--- src/hw/adcctl_pkg.sv ---
/*
 Constants for the converter control block: register offsets, field positions,
 reset values, clock select codes and timing figures.
 Assumes a Wishbone slave with 8-bit data in the low bits of a 32-bit word.
*/
package adcctl_pkg;
	// ----------------------------------------------------------------
	// Register map.
	// ----------------------------------------------------------------
	// Printed offsets are not multiples of four, so they are indices.
	localparam logic [7:0] CONVERTER_CONTROL_IDX = 8'h1F;
	localparam logic [7:0] ANALOG_PIN_AND_CLOCK_SELECT_IDX = 8'h9F;
	localparam logic [9:0] CONVERTER_CONTROL_ADDR = {CONVERTER_CONTROL_IDX, 2'h0};
	localparam logic [9:0] ANALOG_PIN_AND_CLOCK_SELECT_ADDR =
		{ANALOG_PIN_AND_CLOCK_SELECT_IDX, 2'h0};

	// ----------------------------------------------------------------
	// Control register fields.
	// ----------------------------------------------------------------
	localparam int RESULT_JUSTIFY_BIT = 7;
	localparam int REFERENCE_SOURCE_SELECT_BIT = 6;
	localparam int CHANNEL_SELECT_LSB = 2;
	localparam int CONVERSION_STATUS_BIT = 1;
	localparam int CONVERTER_POWER_ON_BIT = 0;
	localparam logic [7:0] CONVERTER_CONTROL_RESET = 8'h00;

	// ----------------------------------------------------------------
	// Analog select register fields.
	// ----------------------------------------------------------------
	localparam int CLOCK_SELECT_LSB = 4;
	localparam logic [2:0] CLOCK_SELECT_RESET = 3'h0;
	localparam logic [3:0] PIN_ANALOG_SELECT_RESET = 4'hF;

	// ----------------------------------------------------------------
	// Conversion clock select codes.
	// ----------------------------------------------------------------
	localparam logic [2:0] CLK_DIV2 = 3'h0;
	localparam logic [2:0] CLK_DIV8 = 3'h1;
	localparam logic [2:0] CLK_DIV32 = 3'h2;
	localparam logic [2:0] CLK_DIV4 = 3'h4;
	localparam logic [2:0] CLK_DIV16 = 3'h5;
	localparam logic [2:0] CLK_DIV64 = 3'h6;
	localparam logic [1:0] CLK_RC_LOW_BITS = 2'h3;

	// ----------------------------------------------------------------
	// Timing.
	// ----------------------------------------------------------------
	localparam int SYS_CLOCK_HZ = 20000000;
	localparam int RC_CLOCK_MAX_KHZ = 500;
	// Least period of the internal RC clock, rounded up to system cycles.
	localparam int RC_CLOCK_CYCLES =
		(SYS_CLOCK_HZ + RC_CLOCK_MAX_KHZ * 1000 - 1) / (RC_CLOCK_MAX_KHZ * 1000);
	localparam int DIV_WIDTH = 7;
	localparam int CONV_BITS = 10;
	localparam int RESULT_WIDTH = 10;
endpackage

--- src/hw/adcctl_top.sv ---
/*
 Converter control block: control and analog select registers on a classic
 Wishbone slave, conversion clock divider, conversion sequencer and result
 justification.
 Assumes the analog core takes one sample per bit period when enabled and
 returns a bit decision on CORE_BIT; inputs are synchronous to CLK_SYS.
*/
// Notes on behaviour
// - Result sits right-justified in the 16-bit pair when the format bit is 1, else left.
// - Reference comes from the external pin when its select bit is 1, else from supply.
// - The 3-bit channel field routes inputs zero to three for codes 000 to 011.
// - The status bit reads as completed or idle whenever no conversion runs.
// - With the enable bit at 1 the converter runs; at 0 it is shut off and draws nothing.
// - The unused control register bit reads zero and ignores writes.
// - Clock select codes 000,001,010,100,101,110 divide the system clock by 2,8,32,4,16,64.
// - Clock select codes with low bits 11 use the internal RC clock of at most 500 kHz.
// - The top bit of the analog select register reads zero.
// - Software sets the status bit to start; hardware clears it on completion.
// - Each analog select bit at 1 makes its pin analog and cuts its digital input.
`timescale 1ns/1ps
module adcctl_top #(
	parameter int CONV_BITS = adcctl_pkg::CONV_BITS
) (
	input wire logic CLK_SYS,
	input wire logic RESET,
	input wire logic WB_CYC_I,
	input wire logic WB_STB_I,
	input wire logic WB_WE_I,
	input wire logic [9:0] WB_ADR_I,
	input wire logic [3:0] WB_SEL_I,
	input wire logic [31:0] WB_DAT_I,
	output logic [31:0] WB_DAT_O,
	output logic WB_ACK_O,
	input wire logic CORE_BIT,
	output logic CORE_POWER_ON,
	output logic CORE_SAMPLE,
	output logic CORE_REF_EXTERNAL,
	output logic [1:0] CORE_CHANNEL,
	output logic CORE_CHANNEL_VALID,
	output logic [3:0] PIN_ANALOG,
	output logic [3:0] PIN_DIGITAL_IN_EN,
	output logic [15:0] RESULT_PAIR,
	output logic CONVERSION_DONE
);
	// ----------------------------------------------------------------
	// Parameter check.
	// ----------------------------------------------------------------
	if (CONV_BITS < 1 || CONV_BITS > adcctl_pkg::RESULT_WIDTH) begin : g_bad_bits
		$error("CONV_BITS must lie between 1 and the result width");
	end

	// ----------------------------------------------------------------
	// State.
	// ----------------------------------------------------------------
	typedef enum logic [2:0] {
		ADCCTL_IDLE = 3'h1,
		ADCCTL_CONVERT = 3'h2,
		ADCCTL_FINISH = 3'h4
	} adcctl_state_t;

	typedef struct packed {
		adcctl_state_t state;
		logic result_justify;
		logic reference_source_select;
		logic [2:0] input_channel_select;
		logic conversion_status;
		logic converter_power_on;
		logic [2:0] conversion_clock_select;
		logic [3:0] pin_analog_select;
		logic [adcctl_pkg::DIV_WIDTH-1:0] div_count;
		logic [3:0] bit_index;
		logic [adcctl_pkg::RESULT_WIDTH-1:0] shift;
		logic [15:0] result_pair;
		logic done;
		logic ack;
		logic [31:0] rdata;
	} adcctl_regs_t;

	adcctl_regs_t s_q;
	adcctl_regs_t s_d;

	logic [adcctl_pkg::DIV_WIDTH-1:0] div_limit;
	logic tick;
	logic req;
	logic wr_lane0;
	logic [7:0] ctrl_read;
	logic [7:0] analog_pin_and_clock_select_read;
	logic [adcctl_pkg::RESULT_WIDTH-1:0] final_value;

	// ----------------------------------------------------------------
	// Conversion clock selection.
	// ----------------------------------------------------------------
	always_comb begin
		if (s_q.conversion_clock_select[1:0] == adcctl_pkg::CLK_RC_LOW_BITS) begin
			div_limit = adcctl_pkg::DIV_WIDTH'(adcctl_pkg::RC_CLOCK_CYCLES - 1);
		end else begin
			case (s_q.conversion_clock_select)
				adcctl_pkg::CLK_DIV2: div_limit = adcctl_pkg::DIV_WIDTH'(1);
				adcctl_pkg::CLK_DIV4: div_limit = adcctl_pkg::DIV_WIDTH'(3);
				adcctl_pkg::CLK_DIV8: div_limit = adcctl_pkg::DIV_WIDTH'(7);
				adcctl_pkg::CLK_DIV16: div_limit = adcctl_pkg::DIV_WIDTH'(15);
				adcctl_pkg::CLK_DIV32: div_limit = adcctl_pkg::DIV_WIDTH'(31);
				adcctl_pkg::CLK_DIV64: div_limit = adcctl_pkg::DIV_WIDTH'(63);
				default: div_limit = adcctl_pkg::DIV_WIDTH'(1);
			endcase
		end
	end

	assign tick = (s_q.div_count >= div_limit);

	// ----------------------------------------------------------------
	// Register read views.
	// ----------------------------------------------------------------
	always_comb begin
		ctrl_read = 8'h00;
		ctrl_read[adcctl_pkg::RESULT_JUSTIFY_BIT] = s_q.result_justify;
		ctrl_read[adcctl_pkg::REFERENCE_SOURCE_SELECT_BIT] = s_q.reference_source_select;
		ctrl_read[adcctl_pkg::CHANNEL_SELECT_LSB +: 3] = s_q.input_channel_select;
		ctrl_read[adcctl_pkg::CONVERSION_STATUS_BIT] = s_q.conversion_status;
		ctrl_read[adcctl_pkg::CONVERTER_POWER_ON_BIT] = s_q.converter_power_on;
		analog_pin_and_clock_select_read = 8'h00;
		analog_pin_and_clock_select_read[adcctl_pkg::CLOCK_SELECT_LSB +: 3] = s_q.conversion_clock_select;
		analog_pin_and_clock_select_read[3:0] = s_q.pin_analog_select;
	end

	assign req = WB_CYC_I && WB_STB_I && !s_q.ack;
	assign wr_lane0 = req && WB_WE_I && WB_SEL_I[0];

	// The bits taken so far sit in the low bits of the shift register; the last
	// decision joins them on the way out.
	assign final_value = {s_q.shift[adcctl_pkg::RESULT_WIDTH-2:0], CORE_BIT};

	// ----------------------------------------------------------------
	// Next state.
	// ----------------------------------------------------------------
	always_comb begin
		s_d = s_q;
		s_d.ack = req;
		s_d.done = 1'b0;
		s_d.rdata = 32'h0000_0000;

		if (req && !WB_WE_I) begin
			case (WB_ADR_I)
				adcctl_pkg::CONVERTER_CONTROL_ADDR: s_d.rdata = {24'h00_0000, ctrl_read};
				adcctl_pkg::ANALOG_PIN_AND_CLOCK_SELECT_ADDR: s_d.rdata = {24'h00_0000, analog_pin_and_clock_select_read};
				default: s_d.rdata = 32'h0000_0000;
			endcase
		end

		if (wr_lane0 && WB_ADR_I == adcctl_pkg::ANALOG_PIN_AND_CLOCK_SELECT_ADDR) begin
			s_d.conversion_clock_select = WB_DAT_I[adcctl_pkg::CLOCK_SELECT_LSB +: 3];
			s_d.pin_analog_select = WB_DAT_I[3:0];
		end

		if (wr_lane0 && WB_ADR_I == adcctl_pkg::CONVERTER_CONTROL_ADDR) begin
			s_d.result_justify = WB_DAT_I[adcctl_pkg::RESULT_JUSTIFY_BIT];
			s_d.reference_source_select = WB_DAT_I[adcctl_pkg::REFERENCE_SOURCE_SELECT_BIT];
			s_d.input_channel_select = WB_DAT_I[adcctl_pkg::CHANNEL_SELECT_LSB +: 3];
			s_d.converter_power_on = WB_DAT_I[adcctl_pkg::CONVERTER_POWER_ON_BIT];
			// Writing 1 with the enable bit also 1 starts a conversion; writing 0 aborts one in flight.
			s_d.conversion_status = WB_DAT_I[adcctl_pkg::CONVERSION_STATUS_BIT]
				&& WB_DAT_I[adcctl_pkg::CONVERTER_POWER_ON_BIT];
		end

		if (s_q.div_count >= div_limit) begin
			s_d.div_count = '0;
		end else begin
			s_d.div_count = s_q.div_count + adcctl_pkg::DIV_WIDTH'(1);
		end

		case (s_q.state)
			ADCCTL_IDLE: begin
				s_d.bit_index = '0;
				if (s_q.conversion_status && s_q.converter_power_on) begin
					s_d.state = ADCCTL_CONVERT;
					s_d.shift = '0;
					s_d.div_count = '0;
				end
			end
			ADCCTL_CONVERT: begin
				if (!s_d.conversion_status || !s_d.converter_power_on) begin
					s_d.state = ADCCTL_IDLE;
					s_d.conversion_status = 1'b0;
				end else if (tick) begin
					if (s_q.bit_index == 4'(CONV_BITS - 1)) begin
						if (s_q.result_justify) begin
							s_d.result_pair = {6'h00, final_value};
						end else begin
							s_d.result_pair = {final_value, 6'h00};
						end
						s_d.state = ADCCTL_FINISH;
					end else begin
						s_d.shift = {s_q.shift[adcctl_pkg::RESULT_WIDTH-2:0], CORE_BIT};
						s_d.bit_index = s_q.bit_index + 4'h1;
					end
				end
			end
			ADCCTL_FINISH: begin
				// Hardware clear of the status bit wins over a same-cycle write.
				s_d.conversion_status = 1'b0;
				s_d.done = 1'b1;
				s_d.state = ADCCTL_IDLE;
			end
			default: begin
				s_d.state = ADCCTL_IDLE;
			end
		endcase
	end

	// ----------------------------------------------------------------
	// Registers.
	// ----------------------------------------------------------------
	always_ff @(posedge CLK_SYS) begin
		if (RESET) begin
			s_q <= '0;
			s_q.state <= ADCCTL_IDLE;
			s_q.conversion_clock_select <= adcctl_pkg::CLOCK_SELECT_RESET;
			s_q.pin_analog_select <= adcctl_pkg::PIN_ANALOG_SELECT_RESET;
		end else begin
			s_q <= s_d;
		end
	end

	// ----------------------------------------------------------------
	// Outputs.
	// ----------------------------------------------------------------
	assign WB_ACK_O = s_q.ack;
	assign WB_DAT_O = s_q.rdata;
	assign CORE_POWER_ON = s_q.converter_power_on;
	assign CORE_SAMPLE = (s_q.state == ADCCTL_CONVERT) && tick;
	assign CORE_REF_EXTERNAL = s_q.reference_source_select;
	assign CORE_CHANNEL = s_q.input_channel_select[1:0];
	assign CORE_CHANNEL_VALID = !s_q.input_channel_select[2];
	assign PIN_ANALOG = s_q.pin_analog_select;
	assign PIN_DIGITAL_IN_EN = ~s_q.pin_analog_select;
	assign RESULT_PAIR = s_q.result_pair;
	assign CONVERSION_DONE = s_q.done;
endmodule

--- config.mk ---
export PLATFORM = sky130hd
export DESIGN_NAME = adcctl_top
export DESIGN_NICKNAME = d
export VERILOG_FILES = /design/src/hw/adcctl_pkg.sv /design/src/hw/adcctl_top.sv
export SDC_FILE = /design/constraint.sdc
export NUM_CORES = 1
export LEC_CHECK = 0
export BUFFER_PORTS_ARGS = -buffer_cell sky130_fd_sc_hd__buf_2
export CAP_MARGIN = 20
export CORE_UTILIZATION = 50
export CTS_CLUSTER_DIAMETER = 100
export CTS_CLUSTER_SIZE = 28
export DETAILED_ROUTE_END_ITERATION = 16
export HOLD_SLACK_MARGIN = 0.1
export PLACE_DENSITY = 0.76
export SYNTH_ARGS = -nofsm -noshare
export SYNTH_HDL_FRONTEND = slang
export SYNTH_SLANG_ARGS = --single-unit
--- constraint.sdc ---
create_clock -name CLK_SYS -period 4.8 [get_ports CLK_SYS]
set_input_delay 0.48 -clock CLK_SYS [delete_from_list [all_inputs] [get_ports CLK_SYS]]
set_output_delay 0.48 -clock CLK_SYS [all_outputs]
set_load 0.02 [all_outputs]
==> results.cfg, run 1 <==
[pwr]
ir_worst_vdd_v = 0.000136
p_leak_nw = 1.61
power-per-cell-area_mw_per_mm2 = 285

[clock_tree]
clock_path_buffers = 2
clk_pin_slew_ns = 0.08
cts_root_buf = clkbuf_8
cts_buffers = 9
cts.sinks = 63
cts_setup_buffers = 0
ctsHoldBuffers = 0
cts_tree = done
cts-resized-gates = 0
insertion_delay_ns = 0.35
htree_levels = 3

[die]
die_area_mm2 = 0.00722
die_x_um = 85.0
fp-row-count = 29
initial_core_util = 0.530
dieHeight_um = 85.0
num_io_pins = 116
core_area_mm2 = 0.00649

[critical_path]
cp-endpoint = CORE_SAMPLE
path_cells = inv_1 -> ha_1 -> a21oi_1 -> or2_2 -> ha_1 -> a21o_1 -> a211o_1 -> nor2_1 -> nor2_1 -> buf_2
regToRegSetupSlack_ns = 1.68
r2r-end = final_value[5]
r2r_cells = 10
cp-end-kind = primary output
cp_data_arrival_time_ns = 2.67
crit_slowest_cell = dfxtp_1
crit_path_max_incr_delay_ns = 0.36
critPathLaunch = analog_pin_and_clock_select_read[4]
start_kind = flip-flop
cp.required_ns = 4.32
path_max_fanout = 5
r2r_start = analog_pin_and_clock_select_read[4]
critPathKind = flip-flop to primary output

[synth]
yosysTopAreaCellShare = 0.366
synth_cell_types = 51
synth-compound-area-share = 0.108
synth_top_family_by_area = simple AND/OR/NAND/NOR gates
synth-edff-count = 0
ys_warn_count = 0
synth_adder_area_share = 0.0509
ys_seq_elements = 63
syn_area_mm2 = 0.00344
avgSynthCellArea_um2 = 9.03
ys.flop_type = dfxtp_1
synth_area_leaders = dfxtp_1, buf_4, ha_1
synthMuxAreaShare = 0.101
ys_seq_area_frac = 0.366
syn_inst = 381
async_flop_share = 0
synth_top_area_cell = dfxtp_1
synth_xor_area_frac = 0.0153
synthSimpleGateAreaFrac = 0.199

[cells_and_area]
areaGrowthSynthToFinish_pct = 6.22
multi_input_area_mm2 = 0.00173
nFillCells = 607
nets = 477
diodes = 0
mostFrequentLayoutCell = buf_2
regArea_mm2 = 0.00126
layout_common_cells = buf_2, dfxtp_1, nor2_1
drive_gt1_frac = 0.233
final_util = 0.563

[drt]
dr.pass1.iters = 10
dr_total_vias = 2642
routed_wl_mm = 6.62
drtIter0Drc = 102
viasPerCell = 5.36
wl_per_cell_um = 13.4
ant_nets = 0
drc = 5

[timing]
min_period_over_period = 0.656
finalHoldViolCount = 0
fin_setup_tns_ns = 0
post-route-min-period_ns = 3.15
finalSetupViolCount = 0
rsz0062_at_grt = no
fin_skew_ns = 0.0107
maxSlewViolCount = 0
max_freq_ghz = 0.318
worstMarginPinSlew_ns = 1.02
max_slew_margin = 0.314

[global_routing]
overflow = 0
grt_start_max_net_pins = 51
antenna_found_initial = 0
grt_util_all_layers = 0.188
grt_pass1_vias = 2350
grt_pass1_wl_mm = 10.7

[placement]
io_buffers = 64
place_congestion = 0.796
hpwl_mm = 4.59

[status]
status = complete, but fails checks
violations = design-rule violations

[min_path]
worstHoldPathType = input pin to flip-flop

[run]
drv_cap = 0
per-stage QoR:
step	hold WS, ns	worst slack [ns]	std cells	total power, mW	cell area [um2]
6_report	0.375	1.65	493	1.04	3660
3_3_place_gp	0.439	1.82	476	0.658	3480
3_5_place_dp	0.458	1.74	477	0.660	3490
5_1_grt	0.382	1.48	493	1.08	3660
4_1_cts	0.371	1.67	493	1.05	3660
2_1_floorplan	0.426	2.25	404	0.647	3530
power by group:
part / total [mW] / switching, mW / internal (mW)
Clock: 0.393 / 0.211 / 0.182
Sequential: 0.540 / 0.00856 / 0.532
Combinational: 0.110 / 0.0754 / 0.0341
Total: 1.04 / 0.295 / 0.748
state kept, by name (all words and copies together) (netlist names), 2 cells and up:
| signal | count |
|---|---|
| CORE_CHANNEL | 2 |
| PIN_ANALOG | 4 |
| RESULT_PAIR | 16 |
| WB_DAT_O | 8 |
| analog_pin_and_clock_select_read | 3 |
| ctrl_read | 3 |
| final_value | 9 |
| s_q | 14 |
area by class of cell:
class / instances / area share
Inverter: 14 / 0.0144
Clock inverter: 7 / 0.0110
Multi-Input combinational cell: 255 / 0.473
Tap cell: 77 / 0.0264
Sequential cell: 63 / 0.345
Timing Repair Buffer: 68 / 0.0969
Clock buffer: 9 / 0.0339
cell usage after synthesis (2+ instances only):
library cell	count
nand4bb_1	2
buf_4	56
nand3b_1	4
ha_1	14
and3_1	2
mux2i_1	15
and2_1	2
mux2_1	9
clkbuf_1	11
o21ai_1	18
a21o_1	3
a211o_1	6
buf_2	2
o21ai_0	3
nand2_1	6
nand2b_1	3
nand4_1	7
xnor2_1	4
a21oi_1	24
xor2_1	2
nor3_1	4
o211ai_1	2
nor3b_1	11
nand3_1	11
a211oi_1	3
buf_1	2
nand4b_1	7
nor2_1	37
inv_1	14
nor2b_1	9
dfxtp_1	63
mux2_2	6
critical path, delay by kind of cell, from the launching register on:
family / cells / cell delay [ns]
adder cells (fa/ha/maj): 2 / 0.39
flip-flops: 1 / 0.36
AO/OA/AOI/OAI: 3 / 0.56
buffers and inverters: 2 / 0.32
AND/OR/NAND/NOR: 3 / 0.68
worst min-delay path by stage:
| stage | startpoint | end | slack [ns] | cells past startpoint |
|---|---|---|---|---|
| 5_1_grt | WB_DAT_I[4] | ctrl_read[4] | 0.38 | 3 |
| 3_5_place_dp | s_q[64] | s_q[64] | 0.46 | 1 |
| 2_1_floorplan | s_q[64] | s_q[64] | 0.43 | 1 |
| 3_3_place_gp | s_q[64] | s_q[64] | 0.44 | 1 |
| 4_1_cts | WB_DAT_I[4] | ctrl_read[4] | 0.37 | 3 |
| 6_report | WB_DAT_I[4] | ctrl_read[4] | 0.38 | 3 |
routing by layer:
layer,part of all wire,wire [um],vias to the layer above,GRT usage
li1,-,-,1313,-
met1,0.46,3020,1237,0.233
met2,0.48,3210,84,0.312
met3,0.044,291,8,0.0409
met4,0.014,92,0,0.0894
met5,0,0,-,0
cell families (layout without fill, tap and decap cells):
kind of cell | after synthesis | in the layout
simple gates | 116 | 116
buf+inv | 86 | 98
compound gates | 63 | 63
flops | 63 | 63
mux | 32 | 32
fa+ha+maj | 14 | 14
xor+xnor | 6 | 6
other cells | 1 | 24
Note: power is estimated with default switching activity, not from simulation.
==> run 2: changes to the inputs <==
clock period = 2.95 ns   (was 4.8 ns; I/O delays follow)
==> results.cfg, run 2 (synthesis results as in run 1) <==
[status]
status = complete, but fails checks
violations = design-rule violations

[critical_path]
r2r_cells = 10
crit_family = compound AO/OA/AOI/OAI gates
cp.required_ns = 2.65
path_buf_inv = 2
crit_slowest_cell = dfxtp_1
cp-endpoint = CORE_SAMPLE
crit_path_max_incr_delay_ns = 0.36
cp-end-kind = primary output
path_cells = inv_1 -> ha_1 -> a21oi_1 -> or2_2 -> ha_1 -> a21o_1 -> a211o_1 -> nor2_4 -> nor2_1 -> buf_2
critPathLaunch = analog_pin_and_clock_select_read[4]
start_kind = flip-flop
regToRegSetupSlack_ns = 0.21
path_max_fanout = 5
cp_data_arrival_time_ns = 2.51
crit_top_cell = ha_1
cp.depth = 10
r2r_start = analog_pin_and_clock_select_read[4]
r2r-end = final_value[8]
critPathKind = flip-flop to primary output

[clock_tree]
cts-resized-gates = 0
htree_levels = 3
cts_root_buf = clkbuf_8
cts.sinks = 63
ctsHoldBuffers = 0
clk_pin_slew_ns = 0.07
insertion_delay_ns = 0.34
cts_tree = done
cts_setup_buffers = 0
clock_path_buffers = 2
cts_buffers = 9

[drt]
wl_per_cell_um = 13.5
routed_wl_mm = 6.67
dr.pass1.iters = 12
ant_nets = 0
drtIter0Drc = 134
dr_total_vias = 2613
drc = 5
viasPerCell = 5.29

[timing]
worstMarginPinSlew_ns = 0.606
fin_setup_tns_ns = 0
rsz0062_at_grt = no
max_slew_margin = 0.595
finalWorstSetupSlack_ns = 0.143
maxSlewViolCount = 0
fin_skew_ns = 0.0121
finalHoldViolCount = 0
min_period_over_period = 0.952
post-route-min-period_ns = 2.81
max_freq_ghz = 0.356
finalSetupViolCount = 0

[cells_and_area]
areaGrowthSynthToFinish_pct = 7.34
drive_gt1_frac = 0.240
layout_common_cells = buf_2, dfxtp_1, nor2_1
largest_reg_flops = 16
mostFrequentLayoutCell = buf_2
final_area_mm2 = 0.00369
diodes = 0
nets = 478

[pwr]
power_frac_clock = 0.380
switching_share = 0.282
p_leak_nw = 1.61
ir_worst_vdd_v = 0.000213
total_power_mw = 1.75
combPwrFrac = 0.117
switchingPower_uw = 493
power_frac_seq = 0.503
p_int_mw = 1.25
power-per-cell-area_mw_per_mm2 = 473

[die]
initial_core_util = 0.530
dieHeight_um = 85.0
core_area_mm2 = 0.00649
die_x_um = 85.0
fp-row-count = 29
num_io_pins = 116
die_area_mm2 = 0.00722

[global_routing]
overflow = 0
grt_util_all_layers = 0.195
grt_pass1_vias = 2554
grt_pass1_wl_mm = 11.2
grt_start_max_net_pins = 33
antenna_found_initial = 0

[placement]
post-place-ws_ns = 0.152
hpwl_mm = 4.79
placed_area_mm2 = 0.00350
io_buffers = 64
place_congestion = 0.816

[run]
drv_cap = 0

[min_path]
worstHoldPathType = input pin to flip-flop
## run 2: cell count changes in the layout (fill, tap and decap cells not counted), sizes merged
cell	previous run	this run
buf	68	69
clkinv	5	3
clkbuf	9	11
## run 2: power by group through the flow
stage | combinational, mW | clock [mW] | sequential (mW)
final | 0.205 | 0.664 | 0.879
after global routing | 0.224 | 0.717 | 0.881
after CTS | 0.181 | 0.680 | 0.879
after detailed placement | 0.178 | 0 | 0.898
after global placement | 0.173 | 0 | 0.898
after floorplan | 0.158 | 0 | 0.894
## run 2: how the worst min path moves through the flow
stage                      end  depth (start not counted)            from  slack (ns)
6_report          ctrl_read[7]                          3     WB_DAT_I[7]        0.20
5_1_grt           ctrl_read[7]                          3     WB_DAT_I[7]        0.19
4_1_cts        CORE_CHANNEL[1]                          3     WB_DAT_I[3]        0.19
3_5_place_dp    RESULT_PAIR[8]                          2  RESULT_PAIR[8]        0.47
3_3_place_gp           s_q[64]                          1         s_q[64]        0.45
2_1_floorplan          s_q[64]                          1         s_q[64]        0.43
## run 2: worst reg2reg max path, delay by kind of cell, from the launching register on
family          cells  cell delay (ns)
buf+inv             1             0.14
compound gates      3             0.60
mux                 1             0.36
flops               1             0.36
simple gates        3             0.80
fa+ha+maj           2             0.37
## run 2: final cells by class
| cell class | instances | area [um2] |
|---|---|---|
| clock buffer | 11 | 141 |
| clock inverter | 5 | 33.8 |
| fill | 596 | 2800 |
| inverter | 14 | 52.6 |
| multi-input combinational | 255 | 1750 |
| sequential | 63 | 1260 |
| tap | 77 | 96.3 |
| timing repair buffer | 69 | 358 |
## run 2: routing by layer
layer  vias to the layer above  track usage  routed length (um)  part of all wire
met3                         9       0.0496                 296             0.044
met2                        78        0.342                3360              0.50
met1                      1217        0.218                2920              0.44
li1                       1309            -                   -                 -
met4                         0        0.100                  96             0.014
met5                         -            0                   0                 0
## run 2: through the flow
step / utilization / std cells / hold slack, ns
after floorplan: - / 404 / 0.426
after global routing: 0.569 / 494 / 0.190
after CTS: 0.565 / 494 / 0.194
after detailed placement: 0.538 / 478 / 0.467
final: 0.569 / 494 / 0.199
after global placement: 0.538 / 478 / 0.452
==> run 3: changes to the inputs <==
ABC_CLOCK_PERIOD_IN_PS = 2950   (was not set)
CTS_CLUSTER_SIZE = not set   (was 28)
PLACE_DENSITY = 0.75   (was 0.76)
==> results.cfg, run 3 (synthesis results as in run 1) <==
[timing]
post-route-min-period_ns = 2.83
finalHoldViolCount = 0
finalSetupViolCount = 0
worstMarginPinSlew_ns = 0.654
max_freq_ghz = 0.353
fin_setup_tns_ns = 0
hold_slack_ns = 0.192
rsz0062_at_grt = no
min_period_over_period = 0.961
max_slew_margin = 0.563
maxSlewViolCount = 0
fin_skew_ns = 0.00940

[pwr]
switchingPower_uw = 500
p_int_mw = 1.29
power_frac_clock = 0.382
power_frac_seq = 0.492
ir_worst_vdd_v = 0.000256
p_leak_nw = 1.62
switching_share = 0.280
power-per-cell-area_mw_per_mm2 = 482
combPwrFrac = 0.126

[drt]
ant_nets = 0
dr.pass1.iters = 10
dr_total_vias = 2644
viasPerCell = 5.35
wl_per_cell_um = 13.9
drtIter0Drc = 118
drc = 5
routed_wl_mm = 6.87

[critical_path]
cp.required_ns = 3.22
r2r_start = analog_pin_and_clock_select_read[5]
cp-end-kind = flip-flop
r2r-end = RESULT_PAIR[0]
start_kind = flip-flop
path_max_fanout = 16
regToRegSetupSlack_ns = 0.12
r2r_cells = 9
critPathKind = flip-flop to flip-flop
cp_data_arrival_time_ns = 3.11

[placement]
hpwl_mm = 4.78
place_congestion = 0.796
io_buffers = 64

[global_routing]
grt_pass1_wl_mm = 11.0
overflow = 0
antenna_found_initial = 0
grt_start_max_net_pins = 50
grt_util_all_layers = 0.192
grt_pass1_vias = 2379

[cells_and_area]
mostFrequentLayoutCell = buf_2
final_util = 0.570
nFillCells = 595
nets = 478
diodes = 0
drive_gt1_frac = 0.240
layout_common_cells = buf_2, dfxtp_1, nor2_1
largest_reg_flops = 16
areaGrowthSynthToFinish_pct = 7.60

[die]
fp-row-count = 29
dieHeight_um = 85.0
die_x_um = 85.0
core_area_mm2 = 0.00649
die_area_mm2 = 0.00722
initial_core_util = 0.530
num_io_pins = 116

[clock_tree]
cts_root_buf = clkbuf_8
clock_path_buffers = 2
htree_levels = 3
insertion_delay_ns = 0.35
cts_setup_buffers = 0
cts_tree = done
cts_buffers = 9
cts.sinks = 63
clk_pin_slew_ns = 0.07

[min_path]
hold_start = WB_DAT_I[4]
worstHoldPathType = input pin to flip-flop
min_delay_path_depth = 3
worstHoldEndpoint = ctrl_read[4]

[status]
status = complete, but fails checks
violations = design-rule violations

[run]
drv_cap = 0
==> run 3: cell types whose count changed in the layout (fill, tap and decap cells not counted) <==
cell / delta
a21oi_2: -1
a21oi_4: +1
clkbuf_1: +1
clkbuf_8: +1
clkinv_4: -1
clkinvlp_4: -1
inv_1: -1
inv_2: +1
==> run 3: stage by stage <==
stage               instances  area [um2]  total power, mW  worst slack (ns)
detailed placement        478        3500             1.08            0.0695
global placement          478        3500             1.07             0.172
finish                    494        3700             1.79             0.116
floorplan                 404        3530             1.05             0.397
global route              494        3700             1.85           0.00617
CTS                       494        3680             1.76            0.0125
==> run 3: layout make-up <==
type	instances	area, um2	share of cell area
Tap cell	77	96.3	0.0260
Multi-Input combinational cell	255	1760	0.475
Inverter	14	52.6	0.0142
Clock buffer	13	159	0.0429
Timing Repair Buffer	69	358	0.0966
Sequential cell	63	1260	0.341
Clock inverter	3	17.5	0.00473
==> run 3: power by group through the flow <==
stage               sequential [mW]  combinational [mW]  clock [mW]
global route                  0.881               0.241       0.733
global placement              0.896               0.175           0
CTS                           0.878               0.191       0.692
finish                        0.879               0.225       0.682
detailed placement            0.898               0.179           0
floorplan                     0.894               0.158           0
==> run 3: metal layers <==
layer / up-vias / global-route usage / share of wire
met1: 1242 / 0.241 / 0.45
met3: 13 / 0.0204 / 0.039
met5: - / 0 / 0
met2: 78 / 0.318 / 0.49
met4: 0 / 0.114 / 0.023
li1: 1311 / - / -
==> run 3: worst max-delay path, stage by stage, from the launching register on <==
cell and delay [ns]:
dfxtp_1 0.44, inv_1 0.11, ha_1 0.28, a211oi_1 0.30, ha_1 0.23, a21oi_1 0.13, a21o_1 0.25, a211oi_4 0.61
nand4_1 0.22, a21oi_1 0.19
==> run 3: how the worst max path moves through the flow <==
stage / from / to / slack, ns / depth (start not counted)
after floorplan: analog_pin_and_clock_select_read[4] / final_value[9] / 0.40 / 11
after global placement: analog_pin_and_clock_select_read[4] / RESULT_PAIR[0] / 0.17 / 9
after detailed placement: analog_pin_and_clock_select_read[4] / RESULT_PAIR[0] / 0.07 / 9
after CTS: analog_pin_and_clock_select_read[4] / final_value[2] / 0.01 / 10
after global routing: analog_pin_and_clock_select_read[4] / RESULT_PAIR[1] / 0.006 / 9
final: analog_pin_and_clock_select_read[5] / RESULT_PAIR[0] / 0.12 / 9
==> run 3: repair_timing <==
action                     4_1_cts  5_1_grt
hold buffers                     0        0
pin swaps                        0        1
hold endpoints to repair         0        0
resized for setup                1        6
setup endpoints to repair       10       12
